===== config.mk =====
export PLATFORM = sky130hd
export DESIGN_NAME = pcc_clock_reset_ctrl
export DESIGN_NICKNAME = d
export VERILOG_FILES = /design/src/hw/pcc_pkg.sv /design/src/hw/pcc_clock_reset_ctrl.sv /design/src/hw/pcc_pixel_clock_gen.sv
export SDC_FILE = /design/constraint.sdc
export NUM_CORES = 1
export LEC_CHECK = 0
export BUFFER_PORTS_ARGS = -buffer_cell sky130_fd_sc_hd__buf_2
export CORE_AREA = 2 2 136 138
export CTS_CLUSTER_DIAMETER = 50
export DETAILED_ROUTE_END_ITERATION = 6
export DIE_AREA = 0 0 138 140
export HOLD_SLACK_MARGIN = 0.1
export PLACE_DENSITY = 0.64
export SLEW_MARGIN = 40
export SYNTH_ARGS = -nofsm -noshare
export SYNTH_HDL_FRONTEND = slang
export SYNTH_SLANG_ARGS = --single-unit
export TNS_END_PERCENT = 10

===== constraint.sdc =====
create_clock -name clk -period 9 [get_ports clk]
set_input_delay 0.9 -clock clk [delete_from_list [all_inputs] [get_ports clk]]
set_output_delay 0.9 -clock clk [all_outputs]
set_load 0.01 [all_outputs]

===== src/hw/pcc_pkg.sv =====
package pcc_pkg;

  // Register sub-addresses on the serial register port.
  localparam logic [7:0] ADDR_RESTART = 8'h09;
  localparam logic [7:0] ADDR_OUTCLK = 8'h0A;
  localparam logic [7:0] ADDR_RATIO = 8'h0B;
  localparam logic [7:0] ADDR_SYNTH = 8'h0D;

  // Field positions.
  localparam int RESTART_BIT = 0;
  localparam int STAT_BIT = 7;
  localparam int BAND_LSB = 1;
  localparam int SRC_BIT = 0;
  localparam int DIV_LSB = 3;
  localparam int MULT_LSB = 0;
  localparam int EN_BIT = 0;

  // Reset values.
  localparam logic [2:0] BAND_RESET = 3'h5;
  localparam logic [4:0] DIV_RESET = 5'h00;
  localparam logic [1:0] MULT_RESET = 2'h0;
  localparam logic DIV_MAX = 1'b1;
  localparam logic [4:0] DIV_LAST_CODE = 5'h18;

  // Upper six bits of the serial target address; the low bit comes from a strap pin.
  localparam logic [5:0] TARGET_ADDR_HI = 6'h16;

  // Timing: lock wait after the synthesiser is enabled.
  localparam int CLK_MHZ = 125;
  localparam int LOCK_TIME_US = 3000;
  localparam int LOCK_CYCLES = LOCK_TIME_US * CLK_MHZ;

  // Width of the reference period measurement.
  localparam int PERIOD_W = 16;

  typedef struct packed {
    logic pll_en;
    logic [4:0] div;
    logic [1:0] mult;
    logic [2:0] band;
    logic src;
  } pcc_regs_t;

  typedef struct packed {
    logic src;
    logic [4:0] div;
    logic [1:0] mult;
  } pcc_clk_cfg_t;

endpackage : pcc_pkg


===== src/hw/pcc_clock_reset_ctrl.sv =====
// Summary of operation
// - Restart bit self-clears, reads zero, zero ignored.
// - Restart clears core state, keeps registers.
// - Status bit seven reads synthesiser enabled.
// - Band field bits 3:1, default 101.
// - Bit zero picks reference or lane clock.
// - Lane clock divided by code plus one.
// - Reference multiplied by code plus one.
// - Enable bit runs synthesiser with settings.
// - Registers reached over two-wire port, auto-increment.
module pcc_clock_reset_ctrl #(
  parameter int LOCK_CYCLES = pcc_pkg::LOCK_CYCLES
) (
  input wire logic clk,
  input wire logic rst_b,
  input wire logic addr_strap,
  input wire logic scl_in,
  input wire logic sda_in,
  output logic sda_out,
  output logic sda_oe,
  input wire logic reference_input_clock_tick,
  input wire logic lane_clock_tick,
  output logic pix_clk_en,
  output logic pll_locked,
  output logic [2:0] lvds_band,
  output logic core_reset_pulse
);

  if (LOCK_CYCLES < 1 || LOCK_CYCLES > 24'hFFFFFF) begin : g_chk
    $error("LOCK_CYCLES out of range");
  end

  typedef enum logic [8:0] {
    ST_IDLE = 9'h001,
    ST_ADDR = 9'h002,
    ST_ACK_A = 9'h004,
    ST_SUB = 9'h008,
    ST_ACK_S = 9'h010,
    ST_WDATA = 9'h020,
    ST_ACK_W = 9'h040,
    ST_RDATA = 9'h080,
    ST_RACK = 9'h100
  } pcc_i2c_state_t;

  typedef struct packed {
    pcc_i2c_state_t state;
    logic scl_prev;
    logic sda_prev;
    logic [7:0] shreg;
    logic [2:0] bitcnt;
    logic done;
    logic rw;
    logic master_ack;
    logic drive_low;
    logic [7:0] sub;
    pcc_pkg::pcc_regs_t regs;
    logic restart;
    logic [23:0] lock_cnt;
    logic locked;
  } pcc_ctrl_state_t;

  pcc_ctrl_state_t st_reg;
  pcc_ctrl_state_t st_next;
  logic pix_tick;

  // Read view of the register map; unmapped and write-only addresses read zero.
  function automatic logic [7:0] read_reg(input logic [7:0] a, input pcc_pkg::pcc_regs_t r);
    logic [7:0] d;
    d = 8'h00;
    case (a)
      pcc_pkg::ADDR_OUTCLK: begin
        d[pcc_pkg::STAT_BIT] = r.pll_en;
        d[pcc_pkg::BAND_LSB +: 3] = r.band;
        d[pcc_pkg::SRC_BIT] = r.src;
      end
      pcc_pkg::ADDR_RATIO: begin
        d[pcc_pkg::DIV_LSB +: 5] = r.div;
        d[pcc_pkg::MULT_LSB +: 2] = r.mult;
      end
      pcc_pkg::ADDR_SYNTH: d[pcc_pkg::EN_BIT] = r.pll_en;
      default: d = 8'h00;
    endcase
    return d;
  endfunction : read_reg

  logic scl_rise;
  logic scl_fall;
  logic start_cond;
  logic stop_cond;

  assign scl_rise = scl_in && !st_reg.scl_prev;
  assign scl_fall = !scl_in && st_reg.scl_prev;
  assign start_cond = scl_in && st_reg.scl_prev && st_reg.sda_prev && !sda_in;
  assign stop_cond = scl_in && st_reg.scl_prev && !st_reg.sda_prev && sda_in;

  always_comb begin
    st_next = st_reg;
    st_next.scl_prev = scl_in;
    st_next.sda_prev = sda_in;
    st_next.restart = 1'b0;
    // Shift in on rising edges while the master sends.
    if (scl_rise && (st_reg.state == ST_ADDR || st_reg.state == ST_SUB || st_reg.state == ST_WDATA)) begin
      st_next.shreg = {st_reg.shreg[6:0], sda_in};
      st_next.bitcnt = st_reg.bitcnt + 3'h1;
      st_next.done = (st_reg.bitcnt == 3'h7);
    end
    case (st_reg.state)
      ST_IDLE: st_next.drive_low = 1'b0;
      ST_ADDR: begin
        if (scl_fall && st_reg.done) begin
          st_next.done = 1'b0;
          if (st_reg.shreg[7:1] == {pcc_pkg::TARGET_ADDR_HI, addr_strap}) begin
            st_next.rw = st_reg.shreg[0];
            st_next.drive_low = 1'b1;
            st_next.state = ST_ACK_A;
          end else begin
            st_next.state = ST_IDLE;
          end
        end
      end
      ST_ACK_A: begin
        if (scl_fall) begin
          st_next.bitcnt = 3'h0;
          if (st_reg.rw) begin
            st_next.shreg = read_reg(st_reg.sub, st_reg.regs);
            st_next.drive_low = !st_next.shreg[7];
            st_next.state = ST_RDATA;
          end else begin
            st_next.drive_low = 1'b0;
            st_next.state = ST_SUB;
          end
        end
      end
      ST_SUB: begin
        if (scl_fall && st_reg.done) begin
          st_next.done = 1'b0;
          st_next.sub = st_reg.shreg;
          st_next.drive_low = 1'b1;
          st_next.state = ST_ACK_S;
        end
      end
      ST_ACK_S, ST_ACK_W: begin
        if (scl_fall) begin
          st_next.drive_low = 1'b0;
          st_next.bitcnt = 3'h0;
          st_next.state = ST_WDATA;
        end
      end
      ST_WDATA: begin
        if (scl_fall && st_reg.done) begin
          st_next.done = 1'b0;
          case (st_reg.sub)
            pcc_pkg::ADDR_RESTART: st_next.restart = st_reg.shreg[pcc_pkg::RESTART_BIT];
            pcc_pkg::ADDR_OUTCLK: begin
              st_next.regs.band = st_reg.shreg[pcc_pkg::BAND_LSB +: 3];
              st_next.regs.src = st_reg.shreg[pcc_pkg::SRC_BIT];
            end
            pcc_pkg::ADDR_RATIO: begin
              st_next.regs.div = st_reg.shreg[pcc_pkg::DIV_LSB +: 5];
              st_next.regs.mult = st_reg.shreg[pcc_pkg::MULT_LSB +: 2];
            end
            pcc_pkg::ADDR_SYNTH: st_next.regs.pll_en = st_reg.shreg[pcc_pkg::EN_BIT];
            default: st_next.regs = st_reg.regs;
          endcase
          st_next.sub = st_reg.sub + 8'h01;
          st_next.drive_low = 1'b1;
          st_next.state = ST_ACK_W;
        end
      end
      ST_RDATA: begin
        if (scl_rise) begin
          st_next.bitcnt = st_reg.bitcnt + 3'h1;
          st_next.done = (st_reg.bitcnt == 3'h7);
        end
        if (scl_fall) begin
          if (st_reg.done) begin
            st_next.done = 1'b0;
            st_next.drive_low = 1'b0;
            st_next.sub = st_reg.sub + 8'h01;
            st_next.state = ST_RACK;
          end else begin
            st_next.shreg = {st_reg.shreg[6:0], 1'b0};
            st_next.drive_low = !st_reg.shreg[6];
          end
        end
      end
      ST_RACK: begin
        if (scl_rise) begin
          st_next.master_ack = !sda_in;
        end
        if (scl_fall) begin
          st_next.bitcnt = 3'h0;
          if (st_reg.master_ack) begin
            st_next.shreg = read_reg(st_reg.sub, st_reg.regs);
            st_next.drive_low = !st_next.shreg[7];
            st_next.state = ST_RDATA;
          end else begin
            st_next.state = ST_IDLE;
          end
        end
      end
      default: st_next.state = ST_IDLE;
    endcase
    // Bus conditions override everything else in the serial engine.
    if (start_cond) begin
      st_next.state = ST_ADDR;
      st_next.bitcnt = 3'h0;
      st_next.done = 1'b0;
      st_next.drive_low = 1'b0;
    end else if (stop_cond) begin
      st_next.state = ST_IDLE;
      st_next.drive_low = 1'b0;
    end
    // Lock timer restarts whenever the synthesiser is off or the core is restarted.
    if (!st_reg.regs.pll_en || st_reg.restart) begin
      st_next.lock_cnt = 24'h000000;
      st_next.locked = 1'b0;
    end else if (!st_reg.locked) begin
      if (st_reg.lock_cnt == 24'(LOCK_CYCLES - 1)) begin
        st_next.locked = 1'b1;
      end else begin
        st_next.lock_cnt = st_reg.lock_cnt + 24'h000001;
      end
    end
  end

  always_ff @(posedge clk) begin
    if (!rst_b) begin
      st_reg <= '0;
      st_reg.state <= ST_IDLE;
      st_reg.scl_prev <= 1'b1;
      st_reg.sda_prev <= 1'b1;
      st_reg.regs.band <= pcc_pkg::BAND_RESET;
      st_reg.regs.div <= pcc_pkg::DIV_RESET;
      st_reg.regs.mult <= pcc_pkg::MULT_RESET;
    end else begin
      st_reg <= st_next;
    end
  end

  pcc_pkg::pcc_clk_cfg_t clk_cfg;
  assign clk_cfg = '{src: st_reg.regs.src, div: st_reg.regs.div, mult: st_reg.regs.mult};

  // The generator is held clear while disabled or restarted, so a setting written while disabled starts from a clean phase.
  pcc_pixel_clock_gen #(
    .PERIOD_W(pcc_pkg::PERIOD_W)
  ) u_gen (
    .clk(clk),
    .rst_b(rst_b),
    .clear(st_reg.restart || !st_reg.regs.pll_en),
    .cfg(clk_cfg),
    .reference_input_clock_tick(reference_input_clock_tick),
    .lane_clock_tick(lane_clock_tick),
    .pix_tick(pix_tick)
  );

  assign sda_out = 1'b0;
  assign sda_oe = st_reg.drive_low;
  assign pix_clk_en = pix_tick;
  assign pll_locked = st_reg.locked;
  assign lvds_band = st_reg.regs.band;
  assign core_reset_pulse = st_reg.restart;

endmodule : pcc_clock_reset_ctrl


===== src/hw/pcc_pixel_clock_gen.sv =====
module pcc_pixel_clock_gen #(
  parameter int PERIOD_W = pcc_pkg::PERIOD_W
) (
  input wire logic clk,
  input wire logic rst_b,
  input wire logic clear,
  input wire pcc_pkg::pcc_clk_cfg_t cfg,
  input wire logic reference_input_clock_tick,
  input wire logic lane_clock_tick,
  output logic pix_tick
);

  if (PERIOD_W < 4) begin : g_chk
    $error("PERIOD_W too small");
  end

  typedef struct packed {
    logic [4:0] lane_cnt;
    logic [PERIOD_W-1:0] ref_cnt;
    logic [PERIOD_W-1:0] period;
    logic [PERIOD_W+1:0] acc;
    logic [1:0] extra;
    logic tick;
  } pcc_gen_state_t;

  pcc_gen_state_t st_reg;
  pcc_gen_state_t st_next;

  always_comb begin
    st_next = st_reg;
    st_next.tick = 1'b0;
    if (clear) begin
      st_next = '0;
    end else if (cfg.src) begin
      // Lane clock divided by code plus one.
      if (lane_clock_tick) begin
        if (st_reg.lane_cnt >= cfg.div) begin
          st_next.lane_cnt = 5'h00;
          st_next.tick = 1'b1;
        end else begin
          st_next.lane_cnt = st_reg.lane_cnt + 5'h01;
        end
      end
    end else begin
      // Reference multiplied by code plus one: extra ticks spread over the last measured period.
      if (reference_input_clock_tick) begin
        st_next.period = st_reg.ref_cnt + PERIOD_W'(1);
        st_next.ref_cnt = '0;
        st_next.acc = '0;
        st_next.extra = 2'h0;
        st_next.tick = 1'b1;
      end else begin
        if (st_reg.ref_cnt != '1) begin
          st_next.ref_cnt = st_reg.ref_cnt + PERIOD_W'(1);
        end
        st_next.acc = st_reg.acc + (PERIOD_W+2)'({1'b0, cfg.mult} + 3'h1);
        if (st_reg.period != '0 && st_next.acc >= (PERIOD_W+2)'(st_reg.period)) begin
          st_next.acc = st_next.acc - (PERIOD_W+2)'(st_reg.period);
          if (st_reg.extra < cfg.mult) begin
            st_next.extra = st_reg.extra + 2'h1;
            st_next.tick = 1'b1;
          end
        end
      end
    end
  end

  always_ff @(posedge clk) begin
    if (!rst_b) begin
      st_reg <= '0;
    end else begin
      st_reg <= st_next;
    end
  end

  assign pix_tick = st_reg.tick;

endmodule : pcc_pixel_clock_gen


# --- Word-level counts from Yosys, hierarchy flattened ---
# Cells that the tools add are included.
word_totals:
  reg_bits: 130
  in_bits: 7
  out_inout_bits: 8
  elab_cells: 197
op_classes:
  n_addsub: 9
  order_cmp: 3
  n_eq_ne: 36
  mux: 72
  n_bitwise: 5
  reduce_logical: 47
ops:
  columns: ["op", "count"]
  rows:
  - ["9-bit two-way mux", 10]
  - ["9-bit case mux with 8 select lines", 1]
  - ["8-bit two-way mux", 7]
  - ["8-bit case mux with 3 select lines", 2]
  - ["21-bit two-way mux", 2]
  - ["8-bit by 4-bit equality test with 1-bit output (second input constant)", 4]
  - ["16-bit two-way mux", 2]
  - ["1-bit two-way mux", 26]
  - ["24-bit by 1-bit adder with 24-bit output (second input constant)", 1]
  - ["24-bit by 19-bit equality test with 1-bit output (second input constant)", 1]
  - ["11-bit two-way mux", 2]
  - ["22-bit two-way mux", 1]
  - ["4-bit != test (second input constant)", 5]
  - ["18-bit adder", 1]
  - ["18-bit by 16-bit >= comparator with 1-bit output", 1]
  - ["9-bit AND reduction", 2]
  - ["18-bit by 16-bit subtractor with 18-bit output", 1]
  - ["16-bit by 1-bit adder with 16-bit output (second input constant)", 1]
  - ["16-bit != test (second input constant)", 1]
  - ["16-bit nonzero test", 1]
  - ["3-bit AND reduction", 5]
  - ["12-bit two-way mux", 1]
  - ["3-bit two-way mux", 4]
  - ["2-bit != test (second input constant)", 6]
  - ["other kinds (42)", 84]

# --- Logic depth before layout (Yosys ltp) ---
logic_depth:
  depth_word: 9
  mapped_depth: 19
  depth_no_buf: 17

# --- Modules after synthesis ---
# Synthesis repeated with hierarchy kept, for this count alone.
unflattened:
  cells_unflattened: 989
  area_unflattened_um2: 8035.2
by_module_without_submodules:
  columns: ["mod", "instances", "cells_each", "area_per_inst_um2", "seq_area_each_um2"]
  rows:
  - ["pcc_pixel_clock_gen", 1, 512, 4073.9, 1161.1]
  - ["pcc_clock_reset_ctrl", 1, 477, 3961.3, 1441.4]

# --- Worst setup path before layout ---
# Ideal clock, no wire load.
synth_path:
  path_kind: "flip-flop to flip-flop"
  start: "reg st_reg, in the netlist clk_cfg[0]"
  end: "reg u_gen.st_reg[20] (netlist name)"
  setup_ns: 0.120
  arrival_ns: 3.628
  required_ns: 8.880
  path_slack_ns: 5.252
  stages_incl_launch_ff: 19
  n_path_buf: 2
  period_less_slack_ns: 3.748
  cell_sequence: "dfxtp_1 ha_1 fa_1 a21oi_1 nor3_2 nand2_1 or2_2 nand2_1 ha_1 clkbuf_1 nand4_1 nor4_1 nor2_1 mux2i_1 nor2_2 a21oi_4 buf_6 a21oi_1 a211o_1"
synth_via:
  elab_chain_len: 6
synth_lines:
  columns: ["element", "line", "rtl"]
  rows:
  - ["from (decl)", "pcc_clock_reset_ctrl.sv:62", "pcc_ctrl_state_t st_reg;"]
  - ["from (signal assigned)", "pcc_clock_reset_ctrl.sv:237", "st_reg <= st_next;"]
  - ["2-bit by 1-bit adder with 3-bit output (*)", "pcc_pixel_clock_gen.sv:56", "st_next.acc = st_reg.acc + (PERIOD_W+2)'({1'b0, cfg.mult} + 3'h1);"]
  - ["18-bit adder (*)", "pcc_pixel_clock_gen.sv:56", null]
  - ["18-bit by 16-bit >= comparator with 1-bit output", "pcc_pixel_clock_gen.sv:57", "if (st_reg.period != '0 && st_next.acc >= (PERIOD_W+2)'(st_reg.period)) begin"]
  - ["1-bit logical AND", "pcc_pixel_clock_gen.sv:57", null]
  - ["21-bit two-way mux (*)", "pcc_pixel_clock_gen.sv:57", null]
  - ["21-bit two-way mux (*)", "pcc_pixel_clock_gen.sv:46", "if (reference_input_clock_tick) begin"]
  - ["to (signal assigned)", "pcc_pixel_clock_gen.sv:72", "st_reg <= st_next;"]
  - ["to (decl)", "pcc_pixel_clock_gen.sv:26", "pcc_gen_state_t st_reg;"]
# Mark *: on every way between the ends. The rest lies on a longest branch, timed or not. The select of a mux whose other input is x is not followed.
# A chain may end at the register's enable or synchronous reset.

# --- Worst setup path in the final report ---
layout_path:
  start: "reg st_reg, in the netlist clk_cfg[1]"
  end: "reg u_gen.st_reg[13] (netlist name)"
# The elaborated chain is that of the path after synthesis.

==> metrics.log <==
[metrics] share of final-layout standard cells stronger than drive strength 1: 0.0894
[metrics] sequential fraction of the synthesis area: 0.330
[metrics] number of nets with antenna violations after detailed routing: 0
[metrics] total setup violations reported at the end of the flow: 0
[metrics] GRT Residual Overflow: 0
[metrics] Post-layout nets: about 1.0k
[metrics] net switching share of the total power: 0.251
[metrics] crit path kind: reg -> reg
[metrics] Setup Skew: roughly 18 ps
[metrics] number of distinct library cells after synthesis: 86
[metrics] GRT Resource Usage Total: 0.184
[metrics] Sinks on Clock Net: between 100 and 150
[metrics] clock buffer count from CTS: 17
[metrics] crit path capture type: register
[metrics] run status: complete, no violations
[metrics] peak supply drop: around 0.00012 V
[metrics] Initial DRT Pass Iterations: 5
[metrics] Sequential Power Share: 0.443
[metrics] share of flip-flops with an asynchronous set or reset: 0
[metrics] floorplan die width: about 140 um
[metrics] pin count of the biggest net entering global routing: 60
[metrics] Detail Placement HPWL: approximately 12,000 um
[metrics] Max Clk Rate: 0.230 GHz
[metrics] cells after synthesis: about 970
[metrics] synthesis-to-finish area growth: 9.51%
[metrics] multiplexer share of the synthesized area: 0.0419
[metrics] Max Transition Viols Final: 0
[metrics] CTS root buf: clkbuf_16
[metrics] buffers inserted during post-CTS setup optimization: 0
[metrics] path category of the worst min-delay check: reg -> reg
[metrics] die boundary height: between 100 and 150 um
[metrics] compound-cell area share of the yosys netlist: 0.183
[metrics] largest family of logic cells by synthesized area: simple AND/OR/NAND/NOR gates
[metrics] insertion delay of the later-clocked pin in the worst-skew pair: about 430 ps
[metrics] data arrival time of the critical path: ~4700 ps
[metrics] io pins: 15
[metrics] clock-pin slew on the worst setup and hold paths: roughly 60 ps
[metrics] total via count after detailed routing: between 6k and 7k
[metrics] clock buffer depth: 2
[metrics] via count normalized by instance count: 5.49
[metrics] number of violations reported at the end of detailed-routing iteration 0: around 370
[metrics] vias in the first global route: roughly 6.1k
[metrics] number of max-cap violations: 0
[metrics] global-route wire length before repair: around 30,000 um
[metrics] total of flip-flops plus latches after synthesis: between 100 and 150
[metrics] power density over the cells: about 150 nW/um2
[metrics] minimum clock period after layout: between 4000 and 5000 ps
[metrics] GP Congestion: 0.857
[metrics] clock tree from TritonCTS: done
[metrics] sum of negative setup slack: 0 ps
[metrics] worst-case headroom to the max-slew limit: 0.511
[metrics] netlist area before placement: between 7000 and 8000 um2
[metrics] commonest cells in the netlist: dfxtp_1, nor2_1, nand2_1
[metrics] share of the clock period used by the worst path: 0.484
[metrics] RSZ-0062 raised after global routing: false
[metrics] EDFF count, synth: 0
[metrics] cell internal power dissipation: 0.984 mW
[metrics] cell types occupying the most area after synthesis: dfxtp_1, nor2_1, ha_1
[metrics] Resize count post-CTS: 0
[metrics] max reg flops: 58
[metrics] combinational fraction of design power: 0.029
[metrics] total nets after synthesis: ~1.0k
[metrics] number of standard-cell rows in the floorplan: slightly below 50
[metrics] tightest hold margin: around 480 ps
[metrics] overall die area: slightly below 20,000 um2
[metrics] Worst setup SP type: register
[metrics] post-synthesis adder-cell area fraction: 0.0590
[metrics] total wire length after detailed routing: around 18,000 um
[metrics] most area-hungry cell type in the Yosys netlist: dfxtp_1
[metrics] Yosys warning count: 0
[metrics] maximum level of the CTS H-tree: 4
[metrics] Initial Util: 0.443
[metrics] number of hold-slack violations in the final timing report: 0
[metrics] initial antenna violation count: 0
[metrics] drt wl/cell: roughly 15 um
[metrics] average instance area after synthesis: about 8.1 um2
[metrics] xor/xnor cell area share of the yosys netlist: 0.0832
[metrics] core area: approximately 18,000 um2
[metrics] biggest fanout along the worst timing path: 13
[metrics] share of the synthesized area in the top cell type: 0.330
[metrics] count of unresolved DRC violations after routing: 0
[metrics] antenna diode count: 0
[metrics] simple-gate share of the synthesized area: 0.253
[metrics] clock share of power: 0.528
[metrics] leakage dissipation: 3.00 nW
[metrics] Psw: between 0.3 and 0.4 mW
[metrics] critical path required time: approximately 9300 ps
[metrics] slew at the pin closest to its max-slew limit: between 700 and 800 ps
[metrics] number of buffers added on ports: 13
[metrics] leading cell type by number of instances after synthesis: dfxtp_1
[metrics] number of hold-repair buffers added at the cts stage: 0
[metrics] Primary FF master, synth: dfxtp_1
==> cell families (layout without fill, tap and decap cells) <==
kind of cell    after synthesis  in the layout
compound gates              219            219
fa+ha+maj                    36             36
mux                          33             33
flops                       130            130
other cells                   1              1
xor+xnor                     74             74
buf+inv                      87             88
simple gates                392            392
==> worst paths after layout <==
check                   from               end  slack (ps)  cells past startpoint
setup / recovery  clk_cfg[1]  u_gen.st_reg[13]        4650                     17
hold / removal    st_reg[51]        st_reg[51]         480                      2
setup reg to reg  clk_cfg[1]  u_gen.st_reg[13]        4650                     17
hold reg to reg   st_reg[51]        st_reg[51]         480                      2
==> power groups by stage <==
stage               Sequential, mW  Combinational [mW]  Clock, mW
floorplan                    0.592              0.0315          0
global placement             0.594              0.0378          0
detailed placement           0.594              0.0385          0
CTS                          0.581              0.0386      0.708
global route                 0.581              0.0433      0.730
finish                       0.581              0.0386      0.694
==> worst max-delay path, stage by stage, from the launching register on <==
cell,delay (ps)
dfxtp_1,400
ha_1,290
fa_1,440
a21oi_1,380
nor3_2,160
nand2_1,130
or2_2,120
nand2_1,50
ha_1,440
nand4_1,130
nor4_1,360
nor2_1,70
mux2i_1,180
nor2_2,100
a21oi_4,440
buf_8,230
mux2i_1,90
a22o_1,220
==> layout by cell type (no fill, tap or decap), types with 5 or more instances in the layout <==
master / count
mux2i_1: 33
a22oi_1: 12
buf_2: 13
nand3_1: 29
xnor2_1: 40
inv_1: 39
o21ai_0: 31
a21o_1: 5
and3_1: 11
ha_1: 34
inv_6: 6
nor3b_1: 9
dfxtp_1: 130
nand2_1: 93
nor3_2: 7
a31oi_1: 7
nor4_1: 14
nor2_1: 123
clkbuf_16: 17
nand2b_1: 10
o21ai_1: 26
a211oi_1: 23
xor2_1: 33
nand4_1: 15
or3_1: 9
nor3_1: 18
o21a_1: 7
nor2b_1: 9
a21oi_1: 61
==> through the flow <==
stage	util	setup slack, ps	power [mW]	std cells	area [um2]
after detailed placement	0.451	4490	0.633	1169	8030
after global placement	0.451	4580	0.632	1169	8010
final	0.486	4650	1.31	1202	8630
after global routing	0.486	4290	1.35	1202	8630
after floorplan	-	5250	0.624	972	7880
after CTS	0.485	4490	1.33	1201	8620
==> final cells by class <==
type,count,area [um2]
Clock inverter,15,166
Tap cell,229,287
Multi-Input combinational cell,755,4910
Fill cell,1742,9150
Sequential cell,130,2600
Inverter,40,150
Timing Repair Buffer,16,95.1
Clock buffer,17,425
==> layer usage <==
layer / share of wire / global-route usage
met1: 0.49 / 0.245
met2: 0.47 / 0.304
met3: 0.020 / 0.0291
met4: 0.015 / 0.0634
met5: 0 / 0
Power figures use the tool's default switching activity.
